[src/common/standby_ctrl_defines.vh]
// role codes, register offset and timing for the supply standby controller
// assumes the management-bus engine is outside and hands over decoded byte accesses
// Functional notes
// converter runs only when role needs it
// pull wake line low on fault or undervoltage
// standby supply turns on while wake low
// turn-on compares load share to host threshold
// active member drives wake high when healthy
// no active driver high means everyone runs
// converter on after reset
// host sets an active member before standby
// standby only when wake high, share low
// threshold depends on standby position
// example turn-on levels 3.2, 5.0, 6.7 V
// example turn-off levels 1.44, 3.01, 4.52 V
// 8.0 V load share is full power
// turn on within 100 us of wake low
// role is byte command d0 with pec
// role 00 standard redundancy, power-on value
// role 01 always-on active member
// roles 02-04 standby positions one to three
// role 05 always standby
// wake falling edge reverts standby roles to 00
// invalid role write rejected, flag set
// wake input synchronised, single edge detected
`ifndef STANDBY_CTRL_DEFINES_VH
`define STANDBY_CTRL_DEFINES_VH
`define ROLE_CFG_CMD      8'hd0
`define ROLE_STANDARD     8'h00
`define ROLE_ACTIVE       8'h01
`define ROLE_STANDBY1     8'h02
`define ROLE_STANDBY2     8'h03
`define ROLE_STANDBY3     8'h04
`define ROLE_ALWAYS_SBY   8'h05
`define ROLE_RESET        8'h00
// load share codes: 8 bit adc, 255 = 8.0 V full scale
`define LS_FULL_MV        8000
`define LS_ON1_MV         3200
`define LS_ON2_MV         5000
`define LS_ON3_MV         6700
`define LS_OFF1_MV        1440
`define LS_OFF2_MV        3010
`define LS_OFF3_MV        4520
`define WAKE_ON_NS        100000
`define CLK_NS            8
`define CML_INVALID_BIT   6
`endif

[src/verilog/standby_ctrl.v]
// per-supply standby controller for the efficiency redundancy group
// assumes an 8-bit load share sample on CLK and decoded byte writes/reads of command d0
`timescale 1ns/1ps
`include "standby_ctrl_defines.vh"
module standby_ctrl #(
  parameter LS_W = 8
) (
  input  wire            CLK,          // 125 MHz
  input  wire            SRST,         // sync reset, high
  input  wire            CMD_WR,       // one-cycle byte write strobe
  input  wire            CMD_RD,       // one-cycle byte read strobe
  input  wire [7:0]      CMD_CODE,     // command code
  input  wire [7:0]      CMD_WDATA,    // write byte
  output reg  [7:0]      CMD_RDATA,    // read byte
  output reg             CMD_ACK,      // access accepted
  output reg             CMD_NAK,      // access rejected
  input  wire [7:0]      CML_CLR,      // clear bits of comm status
  output reg  [7:0]      COMM_STATUS_FLAGS, // comm status
  input  wire [LS_W-1:0] LOAD_SHARE,   // load share sample, full scale 8.0 V
  input  wire            FAULT,        // internal fault (pin)
  input  wire            VOUT_LOW,     // vout below vfault (pin)
  input  wire            WAKE_IN,      // shared wake line level (pin)
  output reg             WAKE_OUT,     // wake line drive value
  output reg             WAKE_OE,      // wake line drive enable
  output reg             CONVERTER_ACTIVE_N, // low = main converter runs
  output reg  [7:0]      ROLE          // current role byte
);
  // overview of the run decision:
  // - roles 00 and 01 always run; role 05 rests whenever the wake line is high
  // - roles 02 to 04 follow the load share with a hysteresis band
  // - a low wake line forces every role to run, which also covers the case
  //   where no active member holds the line high
  // - the wake line is only ever driven low on a fault, or high by role 01

  // full-scale code of the load share sample stands for 8.0 V
  localparam integer FS_I   = (1 << LS_W) - 1;
  localparam integer ON1_I  = (`LS_ON1_MV  * FS_I) / `LS_FULL_MV;
  localparam integer ON2_I  = (`LS_ON2_MV  * FS_I) / `LS_FULL_MV;
  localparam integer ON3_I  = (`LS_ON3_MV  * FS_I) / `LS_FULL_MV;
  localparam integer OFF1_I = (`LS_OFF1_MV * FS_I) / `LS_FULL_MV;
  localparam integer OFF2_I = (`LS_OFF2_MV * FS_I) / `LS_FULL_MV;
  localparam integer OFF3_I = (`LS_OFF3_MV * FS_I) / `LS_FULL_MV;

  // thresholds cut to the sample width; integer division rounds down
  localparam [LS_W-1:0] ON1  = ON1_I[LS_W-1:0];
  localparam [LS_W-1:0] ON2  = ON2_I[LS_W-1:0];
  localparam [LS_W-1:0] ON3  = ON3_I[LS_W-1:0];
  localparam [LS_W-1:0] OFF1 = OFF1_I[LS_W-1:0];
  localparam [LS_W-1:0] OFF2 = OFF2_I[LS_W-1:0];
  localparam [LS_W-1:0] OFF3 = OFF3_I[LS_W-1:0];

  // pin inputs that cross into CLK: fault, vout low and the wake line
  localparam PIN_N    = 3;
  localparam PIN_FLT  = 0;
  localparam PIN_VLOW = 1;
  localparam PIN_WAKE = 2;

  // synchronisers and history
  wire [PIN_N-1:0] pin_raw;
  wire [PIN_N-1:0] pin_sync;
  reg  [LS_W-1:0]  ls_s1_ff;
  reg  [LS_W-1:0]  ls_s2_ff;
  reg              wk_d_ff;
  reg              run_ff;

  // next values of the registered outputs
  reg  [7:0]       nxt_role;
  reg              nxt_run;
  reg              nxt_wake_out;
  reg              nxt_wake_oe;
  reg  [7:0]       nxt_flags;
  reg              nxt_ack;
  reg              nxt_nak;
  reg  [7:0]       nxt_rdata;

  assign pin_raw = {WAKE_IN, VOUT_LOW, FAULT};

  // command code decode, used by the read, write and status paths
  function role_cmd_hit;
    input [7:0] code;
    begin
      role_cmd_hit = (code == `ROLE_CFG_CMD);
    end
  endfunction

  // only the six defined role values are accepted
  function valid_role;
    input [7:0] v;
    begin
      valid_role = (v <= `ROLE_ALWAYS_SBY);
    end
  endfunction

  // true for the three load-following standby positions
  function standby_pos;
    input [7:0] r;
    begin
      standby_pos = (r == `ROLE_STANDBY1) ||
                    (r == `ROLE_STANDBY2) ||
                    (r == `ROLE_STANDBY3);
    end
  endfunction

  // enable level by standby position; other roles never look at it
  function [LS_W-1:0] on_level;
    input [7:0] r;
    begin
      if (r == `ROLE_STANDBY3)
        on_level = ON3;
      else if (r == `ROLE_STANDBY2)
        on_level = ON2;
      else
        on_level = ON1;
    end
  endfunction

  // disable level by standby position, always below the enable level
  function [LS_W-1:0] off_level;
    input [7:0] r;
    begin
      if (r == `ROLE_STANDBY3)
        off_level = OFF3;
      else if (r == `ROLE_STANDBY2)
        off_level = OFF2;
      else
        off_level = OFF1;
    end
  endfunction

  wire            wr_hit;
  wire            rd_hit;
  wire            wr_ok;
  wire            wr_bad;
  wire            is_sby;
  wire [LS_W-1:0] th_on;
  wire [LS_W-1:0] th_off;
  wire            fault_now;
  wire            wake_sync;
  wire            wake_fall;

  assign wr_hit    = CMD_WR & role_cmd_hit(CMD_CODE);
  assign rd_hit    = CMD_RD & role_cmd_hit(CMD_CODE);
  assign wr_ok     = wr_hit & valid_role(CMD_WDATA);
  assign wr_bad    = wr_hit & ~valid_role(CMD_WDATA);
  assign is_sby    = standby_pos(ROLE);
  assign th_on     = on_level(ROLE);
  assign th_off    = off_level(ROLE);
  assign fault_now = pin_sync[PIN_FLT] | pin_sync[PIN_VLOW];
  assign wake_sync = pin_sync[PIN_WAKE];
  // the delay flop resets low, so leaving reset never fakes a fall
  assign wake_fall = wk_d_ff & ~wake_sync;

  // two flops per pin; only the second flop is read by any logic
  genvar gi;
  generate
    for (gi = 0; gi < PIN_N; gi = gi + 1) begin : g_pin_sync
      reg s1_ff;
      reg s2_ff;
      always @(posedge CLK) begin
        if (SRST) begin
          s1_ff <= 1'b0;
          s2_ff <= 1'b0;
        end else begin
          s1_ff <= pin_raw[gi];
          s2_ff <= s1_ff;
        end
      end
      assign pin_sync[gi] = s2_ff;
    end
  endgenerate

  // load share is handled like a pin; a code caught mid-change is at worst
  // one sample late, which the hysteresis band absorbs
  always @(posedge CLK) begin
    if (SRST) begin
      ls_s1_ff <= {LS_W{1'b0}};
      ls_s2_ff <= {LS_W{1'b0}};
      wk_d_ff  <= 1'b0;
    end else begin
      ls_s1_ff <= LOAD_SHARE;
      ls_s2_ff <= ls_s1_ff;
      wk_d_ff  <= wake_sync;
    end
  end

  // role register: host writes, and a wake fall drops standby roles
  always @* begin
    nxt_role = ROLE;
    if (wr_ok)
      nxt_role = CMD_WDATA;
    // edge reversion of a current standby role wins over a write in the same cycle
    if (wake_fall && is_sby)
      nxt_role = `ROLE_STANDARD;
  end

  // run decision by role; the wake line overrides it at the end
  always @* begin
    nxt_run = 1'b1;
    case (ROLE)
      `ROLE_STANDARD: begin
        nxt_run = 1'b1;
      end
      `ROLE_ACTIVE: begin
        nxt_run = 1'b1;
      end
      `ROLE_ALWAYS_SBY: begin
        nxt_run = 1'b0;
      end
      `ROLE_STANDBY1, `ROLE_STANDBY2, `ROLE_STANDBY3: begin
        if (ls_s2_ff > th_on)
          nxt_run = 1'b1;
        else if (ls_s2_ff < th_off)
          nxt_run = 1'b0;
        else
          nxt_run = run_ff; // hold inside the band
      end
      default: begin
        nxt_run = 1'b1;
      end
    endcase
    // low wake also stands for "no active member drives high"
    if (!wake_sync)
      nxt_run = 1'b1;
  end

  // healthy active member drives high; every role pulls low on a fault
  always @* begin
    nxt_wake_out = 1'b0;
    nxt_wake_oe  = 1'b0;
    if (fault_now) begin
      nxt_wake_out = 1'b0;
      nxt_wake_oe  = 1'b1;
    end else if (ROLE == `ROLE_ACTIVE) begin
      nxt_wake_out = 1'b1;
      nxt_wake_oe  = 1'b1;
    end
  end

  // bus answer: one-cycle ack or nak, read data held until the next read
  always @* begin
    nxt_ack   = 1'b0;
    nxt_nak   = 1'b0;
    nxt_rdata = CMD_RDATA;
    if (rd_hit) begin
      nxt_ack   = 1'b1;
      nxt_rdata = ROLE;
    end else if (wr_hit) begin
      nxt_ack = wr_ok;
      nxt_nak = wr_bad;
    end
  end

  // sticky status; a new invalid write beats a clear in the same cycle
  always @* begin
    nxt_flags = COMM_STATUS_FLAGS & ~CML_CLR;
    if (wr_bad)
      nxt_flags[`CML_INVALID_BIT] = 1'b1;
  end

  // converter and role state; reset leaves the converter running
  always @(posedge CLK) begin
    if (SRST) begin
      ROLE               <= `ROLE_RESET;
      run_ff             <= 1'b1;
      CONVERTER_ACTIVE_N <= 1'b0;
    end else begin
      ROLE               <= nxt_role;
      run_ff             <= nxt_run;
      // two sync flops plus this one: a few cycles, far inside the budget
      CONVERTER_ACTIVE_N <= ~nxt_run;
    end
  end

  // wake line drive; enable high only while this supply drives the line
  always @(posedge CLK) begin
    if (SRST) begin
      WAKE_OUT <= 1'b0;
      WAKE_OE  <= 1'b0;
    end else begin
      WAKE_OUT <= nxt_wake_out;
      WAKE_OE  <= nxt_wake_oe;
    end
  end

  // management bus answer and status
  always @(posedge CLK) begin
    if (SRST) begin
      CMD_RDATA         <= 8'h00;
      CMD_ACK           <= 1'b0;
      CMD_NAK           <= 1'b0;
      COMM_STATUS_FLAGS <= 8'h00;
    end else begin
      CMD_RDATA         <= nxt_rdata;
      CMD_ACK           <= nxt_ack;
      CMD_NAK           <= nxt_nak;
      COMM_STATUS_FLAGS <= nxt_flags;
    end
  end
endmodule

[config.mk]
export PLATFORM = sky130hd
export DESIGN_NAME = standby_ctrl
export DESIGN_NICKNAME = d
export VERILOG_FILES = /design/src/verilog/standby_ctrl.v
export VERILOG_INCLUDE_DIRS = /design/src /design/src/common
export SDC_FILE = /design/constraint.sdc
export NUM_CORES = 1
export LEC_CHECK = 0
export BUFFER_PORTS_ARGS = -buffer_cell sky130_fd_sc_hd__buf_2
export CELL_PAD_IN_SITES_DETAIL_PLACEMENT = 2
export CELL_PAD_IN_SITES_GLOBAL_PLACEMENT = 2
export CORE_ASPECT_RATIO = 1.75
export CORE_MARGIN = 2
export CORE_UTILIZATION = 30
export CTS_BUF_LIST = sky130_fd_sc_hd__clkbuf_8
export DETAILED_ROUTE_END_ITERATION = 10
export PLACE_DENSITY_LB_ADDON = 0.15
export SLEW_MARGIN = 20
export SYNTH_ARGS = -nofsm -noshare
export SYNTH_HDL_FRONTEND = slang
export SYNTH_SLANG_ARGS = --single-unit
[constraint.sdc]
create_clock -name CLK -period 3.35 [get_ports CLK]
set_input_delay 0.5025 -clock CLK [delete_from_list [all_inputs] [get_ports CLK]]
set_output_delay 0.5025 -clock CLK [all_outputs]
set_load 0.01 [all_outputs]
# [Yosys cells after proc, flatten, opt, wreduce, memory -nomap -nowiden]
# Index checks and enable logic that the tools add are counted.
[totals] reg_bits=53 mem_bits_rw=0 latch_bits=0 rom_bits=0 output_inout_bits=29 mem_count=0
[classes] mux=13 n_eq_ne=6 div=0 n_shift=0 reduce_logical=7 addsub=0 magnitude_cmp=3 n_bitwise=12 n_mul=0
[ops] operator="8-bit two-way mux" count=3
[ops] operator="8-bit by 2-bit == test with 1-bit output (second input constant)" count=2
[ops] operator="8-bit by 3-bit == test with 1-bit output (second input constant)" count=2
[ops] operator="8-bit bitwise AND" count=1
[ops] operator="8-bit by 1-bit == test with 1-bit output (second input constant)" count=1
[ops] operator="8-bit == test (second input constant)" count=1
[ops] operator="8-bit > comparator" count=1
[ops] operator="8-bit by 3-bit <= comparator with 1-bit output (second input constant)" count=1
[ops] operator="8-bit less-than comparator" count=1
[ops] operator="1-bit two-way mux" count=8
[ops] operator="8-bit inverter" count=1
[ops] operator="7-bit two-way mux" count=1
[ops] operator="3-bit OR reduction" count=2
[ops] operator="1-bit bitwise AND" count=5
[ops] operator="1-bit inverter" count=4
[ops] operator="2-bit OR reduction" count=2
[ops] operator="1-bit logical OR" count=2
[ops] operator="1-bit case mux with 2 select lines" count=1
[ops] operator="1-bit logical AND" count=1
[ops] operator="1-bit OR" count=1

# [Longest topological paths before layout]
[depth] depth_word=9 ltp_mapped=9 depth_no_buf=9

# [Least setup slack after synthesis]
# OpenSTA, ideal clock, no wires.
[synth_timing] path_kind="register to register" start="register ROLE[4]" end="register run_ff" arrival_time_ns=2.455 setup_slack_ns=0.772 setup_time_ns=0.123 path_buffers=0 synth_period_minus_slack_ns=2.578 required_ns=3.227 stages_incl_launch_ff=8 path_cell_list="dfxtp_1 > or4_4 > or3_2 > ha_1 > or2_2 > a31oi_1 > o221ai_1 > a311o_2"
[synth_via] elab_chain_cells=8 elab_cells_between_ends=15 cone_classes="2 x order compare; 4 x eq/ne; 8 x mux; 1 x reduce/logical"
[synth_lines] item="start, declared" line="standby_ctrl.v:26" rtl="output reg [7:0] ROLE"
[synth_lines] item="start signal, assigned" line="standby_ctrl.v:263" rtl="ROLE <= `ROLE_RESET;"
[synth_lines] item="start signal, assigned" line="standby_ctrl.v:267" rtl="ROLE <= nxt_role;"
[synth_lines] item="8-bit by 2-bit == test with 1-bit output" line="standby_ctrl.v:199" rtl="case (ROLE)"
[synth_lines] item="7-bit two-way mux" line="standby_ctrl.v:123" rtl="else if (r == `ROLE_STANDBY2)"
[synth_lines] item="8-bit two-way mux" line="standby_ctrl.v:121" rtl="if (r == `ROLE_STANDBY3)"
[synth_lines] item="8-bit less-than comparator" line="standby_ctrl.v:212" rtl="else if (ls_s2_ff < th_off)"
[synth_lines] item="1-bit two-way mux" line="standby_ctrl.v:212"
[synth_lines] item="1-bit two-way mux" line="standby_ctrl.v:210" rtl="if (ls_s2_ff > th_on)"
[synth_lines] item="1-bit case mux with 2 select lines (*)" line="standby_ctrl.v:199"
[synth_lines] item="1-bit two-way mux (*)" line="standby_ctrl.v:222" rtl="if (!wake_sync)"
[synth_lines] item="end signal, assigned" line="standby_ctrl.v:268" rtl="run_ff <= nxt_run;"
[synth_lines] item="end, declared" line="standby_ctrl.v:64" rtl="reg run_ff;"
# Every way passes the cells marked *; elsewhere a longest branch is shown, timed or not.
# A chain may end at the register's enable or synchronous reset.

# [Worst setup path in the final report]
[layout_timing] start="register ROLE[4]" end="register CONVERTER_ACTIVE_N"
[layout_via] elab_chain_cells=9 elab_cells_between_ends=16 cone_classes="2 x order compare; 4 x eq/ne; 8 x mux; 1 x bitwise; 1 x reduce/logical"
[layout_lines] item="8-bit by 2-bit == test with 1-bit output" line="standby_ctrl.v:199"
[layout_lines] item="7-bit two-way mux" line="standby_ctrl.v:123"
[layout_lines] item="8-bit two-way mux" line="standby_ctrl.v:121"
[layout_lines] item="8-bit less-than comparator" line="standby_ctrl.v:212"
[layout_lines] item="1-bit two-way mux" line="standby_ctrl.v:212"
[layout_lines] item="1-bit two-way mux" line="standby_ctrl.v:210"
[layout_lines] item="1-bit case mux with 2 select lines (*)" line="standby_ctrl.v:199"
[layout_lines] item="1-bit two-way mux (*)" line="standby_ctrl.v:222"
[layout_lines] item="1-bit inverter (*)" line="standby_ctrl.v:270" rtl="CONVERTER_ACTIVE_N <= ~nxt_run;"
[layout_lines] item="end signal, assigned" line="standby_ctrl.v:270"
[layout_lines] item="end, declared" line="standby_ctrl.v:25" rtl="output reg CONVERTER_ACTIVE_N,"
# Marked as above.

==> metrics <==
outcome finished clean; reg-to-reg endpoint CONVERTER_ACTIVE_N; leakage 1.24 nW; Hold-fix buffers, CTS 0; endpoints failing setup 0; Clock Skew 0.00204 ns; R2R setup slack roughly 0.53 ns; first-pass GRT wire length 8860 µm; Clk pwr share around 36%; diode count 0; Comb pwr share 5.6%; Die ar. 0.00763 mm²; Hold Path End COMM_STATUS_FLAGS[4]; Initial Utilization 30.5%; Tcrit/Tclk final 84.1%; hold slack final roughly 0.34 ns; Setup WS post-layout 0.533 ns; setup tns final 0 ns; CTS tree done; synthesized cell area 0.00208 mm²; H-tree Lvls 2; Max Cap Violations 0; Post-CTS Repair Setup Buffers 0; Core ar. 0.00681 mm²; final hold violation count 0; Num CTS Buffers 5; P_sw 0.000241 W; Crit Path Class reg -> reg; count of pins over their slew limit 0; Clock Latency Late Sink 0.31 ns; pre-CTS WS 0.514 ns; Max FO, Critical Path 5; GRT Util Overall 15.4%; worst path arrival time 3.00 ns; Internal 0.000862 W; R2R depth 7; Sw Ratio 21.8%; vias in the first global route approximately 1900; power per cell area around 430 mW/mm²; WL per Instance 14.5 µm; Max Freq 355 MHz; Std-Cell Rows 40; Root Driver clkbuf_8; filler cell count 782; CP Data Required Time 3.53 ns; routed vias 1694; CTS clk-pin slew, worst paths 0.09 ns; Die X between 60 and 70 µm; initial antenna violation count 0; #FFs+latches synth 53; Syn. warnings 0; total grt overflow 0; CP endpoint kind flop; Syn Nets 250; Critical R2R Launch ROLE[4]; hold path start CML_CLR[4]; placer congestion estimate 0.810; post-synthesis average cell area 10.4 µm²; crit path launch type flop; VDD IR-drop max 0.221 mV; I/O pins 68; HPWL Detailed 4060 µm; Slew @ Worst Pin 0.890 ns; final WL 5110 µm; Port-buffer cells 67; RSZ-0062 raised after global routing no; tightest slew margin relative to the limit 40.7%; Tmin final 2.82 ns; layout cells sized above 1 30.6%; Synth-to-Final Area Change 25.0%; CTS resizes 0; DRC errors left 0; Sink Count 53; Hold Path Stages 2; sequential fraction of the synthesis area 51.1%; post-detailed-route count of antenna-violating nets 0; Die Y approximately 110 µm; Mapped Cells between 150 and 200; largest net degree at the start of global routing 50; library cells used by synthesis 41; Final nets 318; drt initial violations 36; First-pass DRT Iterations 3; CTS Buffer Depth 2; average vias per placed instance ~4.8; worst min path class in -> reg; sequential group share of total power 58.8%
[worst max path at each step]
| stage | end | depth (start not counted) | from | slack (ns) |
|---|---|---|---|---|
| 3_5_place_dp | CONVERTER_ACTIVE_N | 7 | ROLE[4] | 0.51 |
| 6_report | CONVERTER_ACTIVE_N | 7 | ROLE[4] | 0.53 |
| 5_1_grt | CONVERTER_ACTIVE_N | 7 | ROLE[4] | 0.36 |
| 3_3_place_gp | run_ff | 7 | ROLE[4] | 0.69 |
| 4_1_cts | CONVERTER_ACTIVE_N | 7 | ROLE[4] | 0.49 |
| 2_1_floorplan | run_ff | 7 | ROLE[4] | 0.77 |
[stage by stage]
stage                     cells  power, W  cell area, µm²  utilization, %
after floorplan             199  0.000694            2080               -
after global placement      344  0.000724            2490            36.6
after detailed placement    344  0.000727            2490            36.6
after CTS                   352   0.00113            2590            38.1
after global routing        352   0.00117            2590            38.1
final                       352   0.00110            2590            38.1
[power groups by stage]
| stage | clock network, W | logic (W) | registers [W] |
|---|---|---|---|
| 2_1_floorplan | 0 | 0.0000328 | 0.000661 |
| 3_3_place_gp | 0 | 0.0000613 | 0.000663 |
| 3_5_place_dp | 0 | 0.0000633 | 0.000664 |
| 4_1_cts | 0.000418 | 0.0000634 | 0.000649 |
| 5_1_grt | 0.000446 | 0.0000715 | 0.000650 |
| 6_report | 0.000394 | 0.0000614 | 0.000648 |
[critical path: stages (launching register included)]
cell and delay [ns]:
dfxtp_1 0.35, or4_4 0.57, or3_2 0.53, ha_1 0.34, and4b_1 0.27, o311ai_0 0.16
a211oi_1 0.37, a311oi_1 0.09
[placed cells by master (no fill, tap or decap), drive strengths merged, types with 2 or more instances in the layout]
master,count
mux2i,8
nand2b,4
a211oi,2
inv,5
a21oi,8
a31oi,2
buf,67
nor3b,13
nor2b,24
and2,5
and4b,2
ha,12
o21ai,5
nor2,14
or2,2
nand2,4
nor4,4
nand3,6
dfxtp,53
nand3b,2
a21o,2
clkbuf,7
[kinds of logic after synthesis]
group	after synthesis	share of synthesized area (%)
AND/OR/NAND/NOR	86	26.1
flip-flops	53	51.1
AO/OA/AOI/OAI	29	9.70
adder cells (fa/ha/maj)	12	7.23
buffers and inverters	11	1.99
multiplexers	8	3.86
[flip-flops by register name (all words and copies together), names as in the netlist]
signal and count:
CMD_RDATA 8, ROLE 8, COMM_STATUS_FLAGS 8, g_pin_sync.s2_ff 3, wk_d_ff 1, CMD_ACK 1, CONVERTER_ACTIVE_N 1, WAKE_OUT 1
ls_s2_ff 8, run_ff 1, CMD_NAK 1, WAKE_OE 1, g_pin_sync.s1_ff 3, ls_s1_ff 8
[area by class of cell]
class | count | area, µm² | share of cell area (%)
well taps | 84 | 105 | 4.05
flip-flops and latches | 53 | 1060 | 40.9
repair buffers | 67 | 335 | 12.9
clock buffers | 7 | 96.3 | 3.71
inverters | 5 | 18.8 | 0.723
multi-input cells | 135 | 973 | 37.5
clock inverters | 1 | 5.00 | 0.193
[synthesized netlist by cell type]
| cell type | count | area share, % |
|---|---|---|
| a31oi_1 | 2 | 0.60 |
| a211o_1 | 1 | 0.42 |
| nand2_1 | 4 | 0.72 |
| o211ai_1 | 1 | 0.36 |
| nand2b_1 | 4 | 1.2 |
| or3_2 | 1 | 0.36 |
| nor4_4 | 1 | 1.0 |
| mux2i_1 | 8 | 3.9 |
| a41o_1 | 1 | 0.48 |
| a311o_2 | 1 | 0.54 |
| a21oi_1 | 7 | 1.7 |
| nor3b_1 | 13 | 4.7 |
| o221ai_1 | 1 | 0.42 |
| o21ai_0 | 5 | 1.2 |
| or2_2 | 1 | 0.30 |
| clkbuf_1 | 4 | 0.72 |
| and2_1 | 5 | 1.5 |
| o21bai_1 | 1 | 0.36 |
| or4b_4 | 1 | 0.66 |
| a21o_1 | 2 | 0.72 |
| nor2b_1 | 24 | 7.2 |
| and4_1 | 1 | 0.42 |
| inv_1 | 5 | 0.90 |
| o311ai_0 | 1 | 0.42 |
| buf_1 | 2 | 0.36 |
| and3_1 | 1 | 0.30 |
| nor2_1 | 14 | 2.5 |
| or4_4 | 1 | 0.54 |
| nand3b_1 | 2 | 0.72 |
| a311oi_1 | 1 | 0.42 |
| ha_1 | 12 | 7.2 |
| nand3_1 | 6 | 1.4 |
| nor4_1 | 3 | 0.90 |
| nor3_1 | 1 | 0.24 |
| or2_1 | 1 | 0.30 |
| a2111o_1 | 1 | 0.54 |
| dfxtp_1 | 53 | 51 |
| a21oi_2 | 1 | 0.42 |
| and4b_1 | 2 | 0.96 |
| a211oi_1 | 2 | 0.72 |
| o21a_1 | 1 | 0.36 |
[per-layer routing]
layer / vias to the layer above / GRT usage [%] / part of all wire (%)
met3: 6 / 4.04 / 5.1
met5: - / 0 / 0
met4: 0 / 6.94 / 2.2
li1: 833 / - / -
met2: 46 / 27.5 / 56
met1: 809 / 16.5 / 37
No activity file was read; power rests on OpenSTA's default activity.
